File: src/sapd_pkg.sv
/*
  Shared constants for the slot access policy decoder: configuration word
  addresses, slot-configuration field positions, lock values, reset values
  and the command codes.
  Assumes the command framing logic presents one decoded command at a time.
*/
package sapd_pkg;

  localparam int          NUM_SLOTS       = 16;
  localparam int          LIMITED_SLOTS   = 8;
  localparam int          CREDIT_W        = 128;
  localparam logic [3:0]  LAST_USE_SLOT   = 4'hf;

  localparam logic [7:0]  SLOT_CFG_OFFSET = 8'h14;
  localparam logic [4:0]  W_SLOT_FIRST    = 5'h05;
  localparam logic [4:0]  W_SLOT_LAST     = 5'h0c;
  localparam logic [4:0]  W_CREDIT_FIRST  = 5'h0d;
  localparam logic [4:0]  W_CREDIT_LAST   = 5'h10;
  localparam logic [4:0]  W_LASTUSE_FIRST = 5'h11;
  localparam logic [4:0]  W_LASTUSE_LAST  = 5'h14;
  localparam logic [4:0]  W_LOCK          = 5'h15;

  localparam int          WP_HI           = 15;
  localparam int          WP_LO           = 12;
  localparam int          WP_ENC_BIT      = 14;
  localparam int          WP_DK_BIT       = 13;
  localparam int          WP_CREATE_BIT   = 12;
  localparam int          WKEY_HI         = 11;
  localparam int          WKEY_LO         = 8;
  localparam int          SECRET_BIT      = 7;
  localparam int          ENC_READ_BIT    = 6;
  localparam int          USE_LIMIT_BIT   = 5;
  localparam int          VERIFY_ONLY_BIT = 4;
  localparam int          RKEY_HI         = 3;
  localparam int          RKEY_LO         = 0;

  localparam logic [7:0]  LOCK_OPEN       = 8'h55;
  localparam logic [7:0]  LOCK_SHUT       = 8'h00;

  localparam logic [15:0] SLOT_CFG_RST    = 16'h0000;
  localparam logic [7:0]  CREDIT_RST      = 8'hff;
  localparam logic [31:0] LASTUSE_RST     = 32'hffffffff;

  typedef enum logic [3:0] {
    OP_READ      = 4'h0,
    OP_WRITE     = 4'h1,
    OP_DERIVE    = 4'h2,
    OP_VERIFY    = 4'h3,
    OP_DIGEST    = 4'h4,
    OP_MAC       = 4'h5,
    OP_COPY      = 4'h6,
    OP_CFG_READ  = 4'h7,
    OP_CFG_WRITE = 4'h8,
    OP_LOCK_CFG  = 4'h9,
    OP_LOCK_DATA = 4'ha
  } sapd_op_t;

endpackage : sapd_pkg

File: src/sapd_bit_count.sv
/*
  Counts the one bits of a credit vector.
  Purely combinational; the width is a parameter.
*/
`timescale 1ns/1ps
module sapd_bit_count #(
  parameter int WIDTH = 128,
  parameter int CNT_W = 8
) (
  input  wire logic [WIDTH-1:0] vec_i,
  output logic      [CNT_W-1:0] count_o
);

  always_comb begin
    count_o = '0;
    for (int i = 0; i < WIDTH; i++) begin
      count_o = count_o + CNT_W'(vec_i[i]);
    end
  end

endmodule : sapd_bit_count

File: src/sapd_field_decode.sv
/*
  Splits one 16-bit slot configuration word into its policy terms.
  Purely combinational; assumes the caller registers what it needs.
*/
`timescale 1ns/1ps
module sapd_field_decode (
  input  wire logic [15:0] cfg_i,
  output logic             secret_o,
  output logic             enc_read_o,
  output logic             use_limit_o,
  output logic             verify_only_o,
  output logic [3:0]       wkey_o,
  output logic [3:0]       rkey_o,
  output logic             wr_always_o,
  output logic             wr_never_o,
  output logic             wr_encrypt_o,
  output logic             dk_allowed_o,
  output logic             dk_create_o,
  output logic             dk_mac_req_o,
  output logic             copy_src_o
);
  import sapd_pkg::*;

  wire logic [3:0] wp = cfg_i[WP_HI:WP_LO];

  // Write and derive terms come from the same field independently.
  assign wr_always_o   = (wp[3:1] == 3'b000);
  assign wr_encrypt_o  = cfg_i[WP_ENC_BIT];
  assign wr_never_o    = !wr_always_o && !wr_encrypt_o;
  assign dk_allowed_o  = cfg_i[WP_DK_BIT];
  assign dk_create_o   = cfg_i[WP_CREATE_BIT];
  assign dk_mac_req_o  = cfg_i[WP_HI];
  assign wkey_o        = cfg_i[WKEY_HI:WKEY_LO];
  assign secret_o      = cfg_i[SECRET_BIT];
  assign enc_read_o    = cfg_i[ENC_READ_BIT];
  assign use_limit_o   = cfg_i[USE_LIMIT_BIT];
  assign verify_only_o = cfg_i[VERIFY_ONLY_BIT];
  assign rkey_o        = cfg_i[RKEY_HI:RKEY_LO];
  assign copy_src_o    = (cfg_i[RKEY_HI:RKEY_LO] == 4'h0);

endmodule : sapd_field_decode

File: src/sapd_top.sv
/*
  Slot access policy decoder: holds the slot configuration words, use
  credits and lock bytes, and grants or refuses each decoded command.
  Assumes command framing, hashing and MAC checking sit outside and report
  their outcome on the command inputs in the cycle of CMD_VALID_I.
*/
`timescale 1ns/1ps
module sapd_top (
  input  wire logic              MCLK_I,
  input  wire logic              SRST_I,
  input  wire logic              CMD_VALID_I,
  input  wire sapd_pkg::sapd_op_t CMD_OP_I,
  input  wire logic [3:0]        CMD_SLOT_I,
  input  wire logic              CMD_LONG_I,
  input  wire logic              CMD_ENCRYPTED_I,
  input  wire logic              CMD_MAC_OK_I,
  input  wire logic              CMD_VERIFY_NEXT_I,
  input  wire logic [4:0]        CMD_WORD_I,
  input  wire logic [31:0]       CMD_WDATA_I,
  output logic                   RSP_VALID_O,
  output logic                   RSP_GRANT_O,
  output logic                   RSP_ERROR_O,
  output logic [3:0]             RSP_KEY_SLOT_O,
  output logic                   RSP_MAC_REQ_O,
  output logic                   RSP_CREATE_O,
  output logic [7:0]             RSP_USES_LEFT_O,
  output logic [31:0]            RSP_RDATA_O,
  output logic                   DATA_LOCKED_O,
  output logic                   CONFIG_LOCKED_O
);
  import sapd_pkg::*;

  logic [15:0]         slot_cfg_reg [NUM_SLOTS];
  logic [7:0]          credit_reg   [LIMITED_SLOTS];
  logic [31:0]         last_use_reg [4];
  logic [7:0]          data_lock_reg;
  logic [7:0]          config_lock_reg;

  function automatic logic [CREDIT_W-1:0] clear_lowest(input logic [CREDIT_W-1:0] v);
    clear_lowest = v & (v - CREDIT_W'(1));
  endfunction : clear_lowest

  function automatic logic in_range(input logic [4:0] w, input logic [4:0] lo, input logic [4:0] hi);
    in_range = (w >= lo) && (w <= hi);
  endfunction : in_range

  // Lock state.
  wire logic data_lck = (data_lock_reg != LOCK_OPEN);
  wire logic cfg_lck  = (config_lock_reg != LOCK_OPEN);

  // Policy of the addressed slot.
  wire logic [15:0] cfg_sel = slot_cfg_reg[CMD_SLOT_I];
  logic       secret;
  logic       enc_read;
  logic       use_limit;
  logic       verify_only;
  logic [3:0] wkey;
  logic [3:0] rkey;
  logic       wr_always;
  logic       wr_never;
  logic       wr_encrypt;
  logic       dk_allowed;
  logic       dk_create;
  logic       dk_mac_req;
  logic       copy_src;

  sapd_field_decode u_decode (
    .cfg_i         (cfg_sel),
    .secret_o      (secret),
    .enc_read_o    (enc_read),
    .use_limit_o   (use_limit),
    .verify_only_o (verify_only),
    .wkey_o        (wkey),
    .rkey_o        (rkey),
    .wr_always_o   (wr_always),
    .wr_never_o    (wr_never),
    .wr_encrypt_o  (wr_encrypt),
    .dk_allowed_o  (dk_allowed),
    .dk_create_o   (dk_create),
    .dk_mac_req_o  (dk_mac_req),
    .copy_src_o    (copy_src)
  );

  // Use credits of the addressed slot; slot 15 draws on the long vector.
  wire logic has_credit = (CMD_SLOT_I < 4'(LIMITED_SLOTS)) || (CMD_SLOT_I == LAST_USE_SLOT);
  wire logic [CREDIT_W-1:0] last_use_flat = {last_use_reg[3], last_use_reg[2],
                                             last_use_reg[1], last_use_reg[0]};
  wire logic [CREDIT_W-1:0] credit_vec = (CMD_SLOT_I == LAST_USE_SLOT) ? last_use_flat :
                                         {120'h0, credit_reg[CMD_SLOT_I[2:0]]};
  logic [7:0] uses_left;

  sapd_bit_count #(.WIDTH(CREDIT_W), .CNT_W(8)) u_count (
    .vec_i   (credit_vec),
    .count_o (uses_left)
  );

  wire logic limited   = use_limit && has_credit;
  wire logic credit_ok = !limited || (uses_left != 8'h00);
  wire logic [CREDIT_W-1:0] credit_after = clear_lowest(credit_vec);

  // Read: non-secret slots give clear reads unless encrypted-read is set;
  // secret slots need encrypted-read, an encrypted command and 32 bytes.
  wire logic rd_ok = cfg_lck && data_lck &&
                     (!secret ? (!enc_read && !CMD_ENCRYPTED_I) :
                      (enc_read && CMD_ENCRYPTED_I && CMD_LONG_I));

  // Write: free once config is locked and while data is open, then by the write policy.
  wire logic wr_pol_ok = (wr_always && !secret && !CMD_ENCRYPTED_I) ||
                         (wr_encrypt && CMD_ENCRYPTED_I && CMD_MAC_OK_I &&
                          CMD_LONG_I);
  wire logic wr_ok = cfg_lck && (!data_lck ||
                     (!wr_never && wr_pol_ok &&
                      !(secret && !CMD_LONG_I)));

  // Key derivation on the target slot.
  wire logic dk_ok = cfg_lck && data_lck && secret && dk_allowed &&
                     (!dk_mac_req || CMD_MAC_OK_I) &&
                     !verify_only && credit_ok;
  wire logic [3:0] dk_key = dk_create ? wkey : CMD_SLOT_I;

  // Key use by crypto commands.
  wire logic cmd_verify_ok = (CMD_OP_I == OP_VERIFY) ||
                             ((CMD_OP_I == OP_DIGEST) && CMD_VERIFY_NEXT_I);
  wire logic key_ok = cfg_lck && data_lck && secret && credit_ok &&
                      (!verify_only || cmd_verify_ok);
  wire logic copy_ok = cfg_lck && data_lck && copy_src && CMD_MAC_OK_I;

  // Configuration zone.
  wire logic cfg_wr_ok = !cfg_lck && in_range(CMD_WORD_I, W_SLOT_FIRST, W_LASTUSE_LAST);
  logic [31:0] cfg_rdata;
  always_comb begin
    cfg_rdata = 32'h0;
    if (in_range(CMD_WORD_I, W_SLOT_FIRST, W_SLOT_LAST)) begin
      cfg_rdata = {slot_cfg_reg[{CMD_WORD_I[2:0] - 3'h5, 1'b1}],
                   slot_cfg_reg[{CMD_WORD_I[2:0] - 3'h5, 1'b0}]};
    end else if (in_range(CMD_WORD_I, W_CREDIT_FIRST, W_CREDIT_LAST)) begin
      cfg_rdata = {8'h00, credit_reg[{CMD_WORD_I[1:0] - 2'h1, 1'b1}],
                   8'h00, credit_reg[{CMD_WORD_I[1:0] - 2'h1, 1'b0}]};
    end else if (in_range(CMD_WORD_I, W_LASTUSE_FIRST, W_LASTUSE_LAST)) begin
      cfg_rdata = last_use_reg[CMD_WORD_I[1:0] - 2'h1];
    end else if (CMD_WORD_I == W_LOCK) begin
      cfg_rdata = {config_lock_reg, data_lock_reg, 16'h0000};
    end
  end

  // Grant and key selection per command.
  logic       grant;
  logic [3:0] key_slot;
  always_comb begin
    grant    = 1'b0;
    key_slot = CMD_SLOT_I;
    case (CMD_OP_I)
      OP_READ: begin
        grant    = rd_ok;
        key_slot = rkey;
      end
      OP_WRITE: begin
        grant    = wr_ok;
        key_slot = wkey;
      end
      OP_DERIVE: begin
        grant    = dk_ok;
        key_slot = dk_key;
      end
      OP_VERIFY, OP_DIGEST, OP_MAC: begin
        grant    = key_ok;
      end
      OP_COPY:      grant = copy_ok;
      OP_CFG_READ:  grant = 1'b1;
      OP_CFG_WRITE: grant = cfg_wr_ok;
      OP_LOCK_CFG:  grant = !cfg_lck;
      OP_LOCK_DATA: grant = cfg_lck && !data_lck;
      default:      grant = 1'b0;
    endcase
  end

  wire logic is_key_use = (CMD_OP_I == OP_DERIVE) || (CMD_OP_I == OP_VERIFY) ||
                          (CMD_OP_I == OP_DIGEST) || (CMD_OP_I == OP_MAC);
  wire logic do_grant   = CMD_VALID_I && grant;
  wire logic consume    = do_grant && is_key_use && limited;
  wire logic cfg_write  = do_grant && (CMD_OP_I == OP_CFG_WRITE);

  // Storage updates; nothing changes on a refused command.
  always_ff @(posedge MCLK_I) begin
    if (SRST_I) begin
      for (int i = 0; i < NUM_SLOTS; i++) begin
        slot_cfg_reg[i] <= SLOT_CFG_RST;
      end
      for (int i = 0; i < LIMITED_SLOTS; i++) begin
        credit_reg[i] <= CREDIT_RST;
      end
      for (int i = 0; i < 4; i++) begin
        last_use_reg[i] <= LASTUSE_RST;
      end
    end else if (cfg_write) begin
      if (in_range(CMD_WORD_I, W_SLOT_FIRST, W_SLOT_LAST)) begin
        slot_cfg_reg[{CMD_WORD_I[2:0] - 3'h5, 1'b0}] <= CMD_WDATA_I[15:0];
        slot_cfg_reg[{CMD_WORD_I[2:0] - 3'h5, 1'b1}] <= CMD_WDATA_I[31:16];
      end else if (in_range(CMD_WORD_I, W_CREDIT_FIRST, W_CREDIT_LAST)) begin
        credit_reg[{CMD_WORD_I[1:0] - 2'h1, 1'b0}] <= CMD_WDATA_I[7:0];
        credit_reg[{CMD_WORD_I[1:0] - 2'h1, 1'b1}] <= CMD_WDATA_I[23:16];
      end else begin
        last_use_reg[CMD_WORD_I[1:0] - 2'h1] <= CMD_WDATA_I;
      end
    end else if (consume) begin
      if (CMD_SLOT_I == LAST_USE_SLOT) begin
        for (int i = 0; i < 4; i++) begin
          last_use_reg[i] <= credit_after[32*i +: 32];
        end
      end else begin
        credit_reg[CMD_SLOT_I[2:0]] <= credit_after[7:0];
      end
    end
  end

  // Lock bytes only ever move from open to shut.
  always_ff @(posedge MCLK_I) begin
    if (SRST_I) begin
      data_lock_reg   <= LOCK_OPEN;
      config_lock_reg <= LOCK_OPEN;
    end else if (do_grant && (CMD_OP_I == OP_LOCK_CFG)) begin
      config_lock_reg <= LOCK_SHUT;
    end else if (do_grant && (CMD_OP_I == OP_LOCK_DATA)) begin
      data_lock_reg   <= LOCK_SHUT;
    end
  end

  // Registered answer, one cycle after the command.
  always_ff @(posedge MCLK_I) begin
    if (SRST_I) begin
      RSP_VALID_O     <= 1'b0;
      RSP_GRANT_O     <= 1'b0;
      RSP_ERROR_O     <= 1'b0;
      RSP_KEY_SLOT_O  <= 4'h0;
      RSP_MAC_REQ_O   <= 1'b0;
      RSP_CREATE_O    <= 1'b0;
      RSP_USES_LEFT_O <= 8'h00;
      RSP_RDATA_O     <= 32'h0;
      DATA_LOCKED_O   <= 1'b0;
      CONFIG_LOCKED_O <= 1'b0;
    end else begin
      RSP_VALID_O     <= CMD_VALID_I;
      RSP_GRANT_O     <= do_grant;
      RSP_ERROR_O     <= CMD_VALID_I && !grant;
      RSP_KEY_SLOT_O  <= key_slot;
      RSP_MAC_REQ_O   <= dk_mac_req && (CMD_OP_I == OP_DERIVE);
      RSP_CREATE_O    <= dk_create && (CMD_OP_I == OP_DERIVE);
      RSP_USES_LEFT_O <= uses_left;
      RSP_RDATA_O     <= (do_grant && (CMD_OP_I == OP_CFG_READ)) ? cfg_rdata : 32'h0;
      DATA_LOCKED_O   <= data_lck;
      CONFIG_LOCKED_O <= cfg_lck;
    end
  end

  // All slot configuration words as one vector, so the lock check can compare them.
  logic [16*NUM_SLOTS-1:0] slot_cfg_flat;
  always_comb begin
    for (int i = 0; i < NUM_SLOTS; i++) begin
      slot_cfg_flat[16*i +: 16] = slot_cfg_reg[i];
    end
  end
endmodule : sapd_top

File: config.mk
export PLATFORM = sky130hd
export DESIGN_NAME = sapd_top
export DESIGN_NICKNAME = d
export VERILOG_FILES = /design/src/sapd_pkg.sv /design/src/sapd_bit_count.sv /design/src/sapd_field_decode.sv /design/src/sapd_top.sv
export SDC_FILE = /design/constraint.sdc
export NUM_CORES = 1
export LEC_CHECK = 0
export ABC_AREA = 1
export ABC_CLOCK_PERIOD_IN_PS = 16000
export BUFFER_PORTS_ARGS = -buffer_cell sky130_fd_sc_hd__buf_2
export CAP_MARGIN = 20
export CORE_ASPECT_RATIO = 1.1
export CORE_MARGIN = 2
export CORE_UTILIZATION = 30
export CTS_CLUSTER_SIZE = 16
export DETAILED_ROUTE_END_ITERATION = 10
export PLACE_DENSITY = 0.43
export SLEW_MARGIN = 15
export SYNTH_ARGS = -nofsm -noshare
export SYNTH_HDL_FRONTEND = slang
export SYNTH_SLANG_ARGS = --single-unit
File: constraint.sdc
create_clock -name MCLK_I -period 16 [get_ports MCLK_I]
set_clock_uncertainty 0.05 [all_clocks]
set_input_delay 1.6 -clock MCLK_I [delete_from_list [all_inputs] [get_ports MCLK_I]]
set_output_delay 1.6 -clock MCLK_I [all_outputs]
set_load 0.05 [all_outputs]
* After elaboration in Yosys (flattened, before gate mapping)
Memory sizes are Yosys's and may differ from the RTL's.
Index checks and enable logic that the tools add are counted.
** Word-level totals
- Register bits :: 59
- Bits in writable memories :: 448
- Bits of input ports :: 52
- Output and inout port bits :: 51
- Word-level logic and storage cells :: 309
- Memories :: 3
** Operators by class
- Add/sub/neg operators :: 130
- Order comparisons :: 7
- Equality and inequality tests :: 14
- Mux-type cells :: 57
- Bitwise operators :: 7
- Reduce and logical (&&, ||, !) cells :: 79
** Memory list
- slot_cfg_reg :: words 16, width 16, rd ports 3, clocked after memory_dff 0, wr ports 16, line sapd_top.sv:33 : logic [15:0] slot_cfg_reg [NUM_SLOTS];
- last_use_reg :: words 4, width 32, rd ports 5, clocked after memory_dff 0, wr ports 4, line sapd_top.sv:35 : logic [31:0] last_use_reg [4];
- credit_reg :: words 8, width 8, rd ports 3, clocked after memory_dff 0, wr ports 8, line sapd_top.sv:34 : logic [7:0] credit_reg [LIMITED_SLOTS];
** Operators with widths (count)
- adder 8 x 1 -> 8 bit :: 126
- two-way mux 32 bit :: 8
- AND 128 bit :: 1
- two-way mux 128 bit :: 1
- subtractor 128 x 1 -> 128 bit (second input constant) :: 1
- logical AND 1 bit :: 42
- two-way mux 1 bit :: 33
- two-way mux 16 bit :: 2
- OR reduction 16 bit :: 2
- OR reduction 32 bit :: 1
- two-way mux 31 bit :: 1
- two-way mux 8 bit :: 3
- OR reduction 8 bit :: 3
- == test 4 x 3 -> 1 bit (second input constant) :: 4
- == test 4 bit (second input constant) :: 4
- zero test 1 bit :: 14
- two-way mux 4 bit :: 3
- case mux 4 bit (3 select lines) :: 1
- <= comparator 5 bit (second input constant) :: 2
- logical OR 1 bit :: 10
- two-way mux 3 bit :: 3
- case mux 1 bit (9 select lines) :: 1
- == test 4 x 2 -> 1 bit (second input constant) :: 2
- zero test 4 bit :: 2
- other kinds (19) :: 24

* Logic depth before layout (Yosys ltp)
Gate-level depths: netlist of run 1.
- Depth after elaboration :: 143
- Depth in mapped cells :: 49
- Mapped depth without buffers :: 45

* Hierarchy
From an unflattened synthesis of run 1, not the netlist that was laid out.
** Unflattened totals
- Cell total of the unflattened synthesis :: 4449
- Area total of the unflattened synthesis :: 35511.6 sq um
** Modules (own cells, without submodules)
- sapd_top :: instances 1, cells each 4091, area an instance 31970.7 sq um, seq. area each 14513.9 sq um
- sapd_bit_count :: instances 1, cells each 332, area an instance 3373.2 sq um, seq. area each 0.0 sq um
- sapd_field_decode :: instances 1, cells each 26, area an instance 167.7 sq um, seq. area each 0.0 sq um

* Worst setup path after synthesis of run 1
OpenSTA, ideal clock, no wires.
- Path type :: input-to-reg
- Start :: input port CMD_SLOT_I[2]
- End :: memory slot_cfg_reg[12][0] (enable)
- Setup time :: 0.466 ns
- Arrival :: 12.685 ns
- Required time :: 15.484 ns
- Setup slack :: 2.800 ns
- Stages on the path :: 41
- Buffers on the path :: 6
- Path through :: buf_6 nand2_4 nor2_8 inv_4 nor2_8 buf_2 buf_2 buf_2 buf_1 nand2_1 fa_1 fa_1 fa_1 inv_1 fa_1 inv_1 fa_1 fa_1 (+5 left out) fa_1 fa_1 nand3_1 nand2_1 nand2_1 nand2_1 a21oi_1 inv_1 nand2_1 nand2_1 nand3_1 nand3_1 nand3_2 nand2_1 inv_2 nand3_2 clkbuf_1 o21ai_0
** RTL lines
- start, declared :: line sapd_top.sv:13 : input wire logic [3:0] CMD_SLOT_I,
- end, declared :: line sapd_top.sv:33

==> flow_summary.yaml, run 1 <==
run_status:
  status: "finished clean"
logic_synthesis:
  yosysWarnings: 0
  synth_cells: 4472
  async_flop_share_pct: 0
  netlist_area_mm2: 0.0346
  synth_seq_cells: 501
  synthFlopType: "edfxtp_1"
  synth_fp_nets: 4673
  yosysSeqAreaShare_pct: 42.0
  synth_cell_types: 61
  syn_avg_cell_area_um2: 7.73
  synth_edf_count: 448
clock_network:
  cts_tree: "done"
  cts_max_path_buffers: 3
  path_clk_slew_ns: 0.06
  cts_buffers: 66
  clock-sinks: 501
  htreeDepth: 3
  cts_resized: 0
  post-cts-setup-buffer-count: 0
  clk_latency_ns: 0.66
  root_buffer: "clkbuf_16"
  holdBufCountCts: 0
pwr:
  ir_drop_mv: 0.200
  internal-power_mw: 2.90
  clock_power_share_pct: 32.4
  leakagePower_nw: 16.6
  swShare_pct: 38.3
  pwr-share-comb_pct: 36.2
  sequentialPowerShare_pct: 31.4
  power_mw: 4.70
  p_sw_mw: 1.80
  p_per_area_mw_per_mm2: 121
timing:
  hold_viol_final: 0
  setup_viol: 0
  period_share_pct: 85.2
  fin_crit_ns: 13.63
  slew_headroom_pct: 21.2
  grt_setup_unrepaired: "false"
  fin_setup_tns_ns: 0
  maxSlewViolCount: 0
  tightest_slew_ns: 1.18
  fmax_ghz: 0.0733
  setup_ws_ns: 2.37
min_path:
  hold_class: "reg2reg"
floorplan:
  dieArea_mm2: 0.118
  rows: 130
  start_util_pct: 30.2
  ios: 103
  fp.dieW_um: 328
  core-area_mm2: 0.114
  die_h_um: 360
final_layout:
  multi_input_area_mm2: 0.0169
  nFillCells: 12245
  synthToLayoutAreaGrowth_pct: 12.1
  seq_area_mm2: 0.0145
  layout-drive-gt1-share_pct: 8.89
  nNetsFinal: 4670
  largest_register_ffs: 256
  final_common_cell: "nand2_1"
  mostFrequentLayoutCells: "nand2_1, nor2_1, inv_1"
placed_design:
  gp_congestion: 0.997
  port_buffers: 102
  dpl.hpwl_um: 129000
  pre_cts_slack_ns: 1.79
route:
  routedWlPerCell_um: 29.0
  vias: 32851
  vias_per_cell: 5.44
  drc_errors: 0
  drtIter0Drc: 3770
  routed_wl_um: 175000
  dr.pass1.iters: 8
  antenna_left: 0
worst_setup_path:
  max_stage_delay_ns: 0.87
  critPathRequiredTime_ns: 16.01
  crit_type: "in2reg"
  cp-end-kind: "flip-flop"
  crit_path_top_delay_cell: "nand3_2"
  cp-start-kind: "primary input"
  cp_max_fo: 33
  arrival_ns: 13.64
  worst_path_most_repeated_cell: "fa_1"
global_route:
  grt_max_degree: 127
  grt_pass1_vias: 31727
  antenna_found_initial: 5
  grt_pass1_wl_um: 245000
  overflow: 0
  grt_util_all_layers_pct: 29.2
job:
  maxCapViolations: 0
metrics by stage:
step,utilization (%),hold WS (ns),cells,area [um2]
3_3_place_gp,32.0,0.489,5919,36600
4_1_cts,33.9,0.524,6039,38800
6_report,33.9,0.529,6041,38800
2_1_floorplan,-,0.388,4472,34600
5_1_grt,33.9,0.531,6039,38800
3_5_place_dp,32.0,0.490,5919,36600
worst max-delay path, delay by kind of cell:
family	cells	cell delay, ns
AND/OR/NAND/NOR	17	3.51
buffers and inverters	6	1.59
adder cells (fa/ha/maj)	13	6.58
AO/OA/AOI/OAI	2	0.27
layer usage:
layer | global-route usage (%) | routed length (um) | part of all wire, %
met1 | 36.6 | 69500 | 40
met2 | 47.9 | 82200 | 47
met3 | 3.55 | 11400 | 6.5
met4 | 17.7 | 12100 | 6.9
met5 | 0 | 20 | 0.011
Yosys cell counts (32+ instances only):
| cell | instances | area share [%] |
|---|---|---|
| dfxtp_1 | 53 | 3.1 |
| nor3_2 | 36 | 1.0 |
| buf_2 | 69 | 1.0 |
| fa_1 | 115 | 6.7 |
| o21ai_0 | 273 | 4.0 |
| inv_1 | 518 | 5.6 |
| clkinv_1 | 32 | 0.35 |
| nand3_1 | 128 | 1.9 |
| nand4_1 | 67 | 1.2 |
| ha_1 | 34 | 1.2 |
| nor2_1 | 870 | 9.4 |
| clkbuf_1 | 130 | 1.4 |
| mux2i_1 | 33 | 0.96 |
| edfxtp_1 | 448 | 39 |
| nor3_1 | 251 | 3.6 |
| nand2_1 | 873 | 9.5 |
| a21oi_1 | 267 | 3.9 |
area by class of cell:
type / instances / area share (%)
Clock buffer: 86 / 4.78
Antenna cell: 2 / 0.0129
Sequential cell: 501 / 37.4
Inverter: 562 / 5.49
Timing Repair Buffer: 173 / 2.95
Clock inverter: 34 / 0.730
Multi-Input combinational cell: 3165 / 43.7
Tap cell: 1518 / 4.90
path summary, 6_finish.rpt:
path,from,to,slack [ns],cells past startpoint
setup / recovery,CMD_SLOT_I[2],last_use_reg[0][22],2.37,38
setup reg to reg,credit_reg[7][1],last_use_reg[0][22],4.50,34
hold reg to reg,data_lock_reg[4],DATA_LOCKED_O,0.53,1
hold / removal,data_lock_reg[4],DATA_LOCKED_O,0.53,1
logic make-up after synthesis:
family / synth area share [%]
buf+inv: 9.45
simple gates: 28.8
mux: 0.955
flops: 42.0
compound gates: 10.8
fa+ha+maj: 7.89
xor+xnor: 0.0760
power groups by stage:
stage / combinational (mW) / clock [mW] / sequential (mW)
after global routing: 1.94 / 1.59 / 1.48
final: 1.70 / 1.52 / 1.47
after detailed placement: 1.70 / 0 / 1.50
after global placement: 1.72 / 0 / 1.50
after floorplan: 1.16 / 0 / 1.52
after CTS: 1.72 / 1.55 / 1.47
Note: power is estimated with default switching activity, not from simulation.
==> inputs of run 2 (changes only) <==
--- a/config.mk
+++ b/config.mk
@@ -9,7 +9,7 @@
 export ABC_CLOCK_PERIOD_IN_PS = 16000
 export BUFFER_PORTS_ARGS = -buffer_cell sky130_fd_sc_hd__buf_2
 export CAP_MARGIN = 20
-export CORE_ASPECT_RATIO = 1.1
+export CORE_ASPECT_RATIO = 1.5
 export CORE_MARGIN = 2
 export CORE_UTILIZATION = 30
 export CTS_CLUSTER_SIZE = 16
==> run 2 against run 1 <==
Register-to-register slack gained 0.37 ns. Die area is essentially flat. Critical endpoint is now last_use_reg[1][4]. Worst hold slack lost 0.061 ns. Critical path type unchanged. Non-clock buffer count grew 17. Power shrank 1.9%.
==> flow_summary.yaml, run 2 (synthesis gave the netlist of run 1 again) <==
run_status:
  status: "finished clean"
worst_setup_path:
  worst_path_most_repeated_cell: "fa_1"
  crit_path_top_delay_cell: "fa_1"
  max_stage_delay_ns: 0.76
  r2r_slack_ns: 4.87
  cp-start-kind: "primary input"
  cp_max_fo: 45
  crit_type: "in2reg"
  critPathRequiredTime_ns: 16.34
  arrival_ns: 14.08
  cp-end-kind: "flip-flop"
global_route:
  antenna_found_initial: 2
  grt_max_degree: 131
  grt_pass1_wl_um: 262000
  grt_pass1_vias: 33144
  grt_util_all_layers_pct: 32.2
  overflow: 0
placed_design:
  port_buffers: 102
  pre_cts_slack_ns: 1.70
  gp_congestion: 1.06
  dpl.hpwl_um: 144000
clock_network:
  cts_max_path_buffers: 3
  cts_buffers: 57
  clk_latency_ns: 0.68
  root_buffer: "clkbuf_16"
  htreeDepth: 2
  clock-sinks: 501
  cts_resized: 0
  post-cts-setup-buffer-count: 0
  cts_tree: "done"
  holdBufCountCts: 0
  path_clk_slew_ns: 0.06
route:
  drtIter0Drc: 3224
  antenna_left: 0
  routed_wl_um: 191000
  vias_per_cell: 5.37
  dr.pass1.iters: 6
  vias: 32567
  routedWlPerCell_um: 31.5
  drc_errors: 0
timing:
  grt_setup_unrepaired: "false"
  fin_setup_tns_ns: 0
  maxSlewViolCount: 0
  fin_crit_ns: 13.74
  setup_viol: 0
  hold_viol_final: 0
  period_share_pct: 85.9
  tightest_slew_ns: 1.18
  setup_ws_ns: 2.26
  slew_headroom_pct: 20.9
  fmax_ghz: 0.0728
final_layout:
  nNetsFinal: 4678
  layout-drive-gt1-share_pct: 9.10
  seq_area_mm2: 0.0145
  nFillCells: 12482
  mostFrequentLayoutCells: "nand2_1, nor2_1, inv_1"
  largest_register_ffs: 256
  multi_input_area_mm2: 0.0169
  final_common_cell: "nand2_1"
  synthToLayoutAreaGrowth_pct: 12.0
pwr:
  leakagePower_nw: 16.6
  ir_drop_mv: 0.233
  p_per_area_mw_per_mm2: 119
  power_mw: 4.61
floorplan:
  core-area_mm2: 0.114
  start_util_pct: 30.3
  fp.dieW_um: 281
  dieArea_mm2: 0.118
  die_h_um: 420
  ios: 103
  rows: 152
min_path:
  hold_class: "reg2reg"
job:
  maxCapViolations: 0
==> run 2: cell count changes in the layout (fill, tap and decap cells not counted), sizes merged <==
cell,before,now
buf,173,190
clkinv,63,51
clkinvlp,0,2
inv,530,528
bufinv,3,2
clkbuf,86,87
diode,2,1
==> run 2: worst paths after layout <==
check | startpoint | end | cells past startpoint
worst min-delay path | data_lock_reg[4] | DATA_LOCKED_O | 1
worst max-delay path | CMD_SLOT_I[2] | last_use_reg[1][4] | 39
worst min register to register | data_lock_reg[4] | DATA_LOCKED_O | 1
worst max register to register | credit_reg[7][1] | last_use_reg[1][4] | 35
==> run 2: cell type report <==
cell class	instances	share of cell area, %
antenna	1	0.00646
clock buffer	87	4.53
inverter	562	5.49
sequential	501	37.5
multi-input combinational	3165	43.7
clock inverter	21	0.501
tap	1540	4.97
timing repair buffer	190	3.32
==> run 2: power breakdown <==
group / internal, mW / total [mW] / switching, mW
Combinational: 0.564 / 1.72 / 1.15
Sequential: 1.46 / 1.47 / 0.0140
Clock: 0.791 / 1.41 / 0.623
==> run 2: worst max-delay path, delay by kind of cell <==
kind,cells,cell delay (ns)
adder cells (fa/ha/maj),12,6.29
AO/OA/AOI/OAI,1,0.16
buffers and inverters,11,2.87
AND/OR/NAND/NOR,15,2.98
==> run 2: per-stage QoR <==
stage | instances | util (%) | hold slack, ns | area [um2]
after floorplan | 4472 | - | 0.388 | 34600
after global placement | 5957 | 32.2 | 0.439 | 36800
after detailed placement | 5958 | 32.2 | 0.449 | 36800
after CTS | 6066 | 33.9 | 0.462 | 38700
final | 6067 | 33.9 | 0.468 | 38700
after global routing | 6066 | 33.9 | 0.468 | 38700
==> run 2: metal layers <==
metal / wire [um] / GRT usage [%] / up-vias / share of wire (%)
li1: - / - / 14717 / -
met1: 67200 / 34.5 / 16011 / 35
met2: 95200 / 56.6 / 1330 / 50
met3: 9140 / 3.44 / 509 / 4.8
met4: 19700 / 27.5 / 0 / 10
met5: 0 / 0 / - / 0
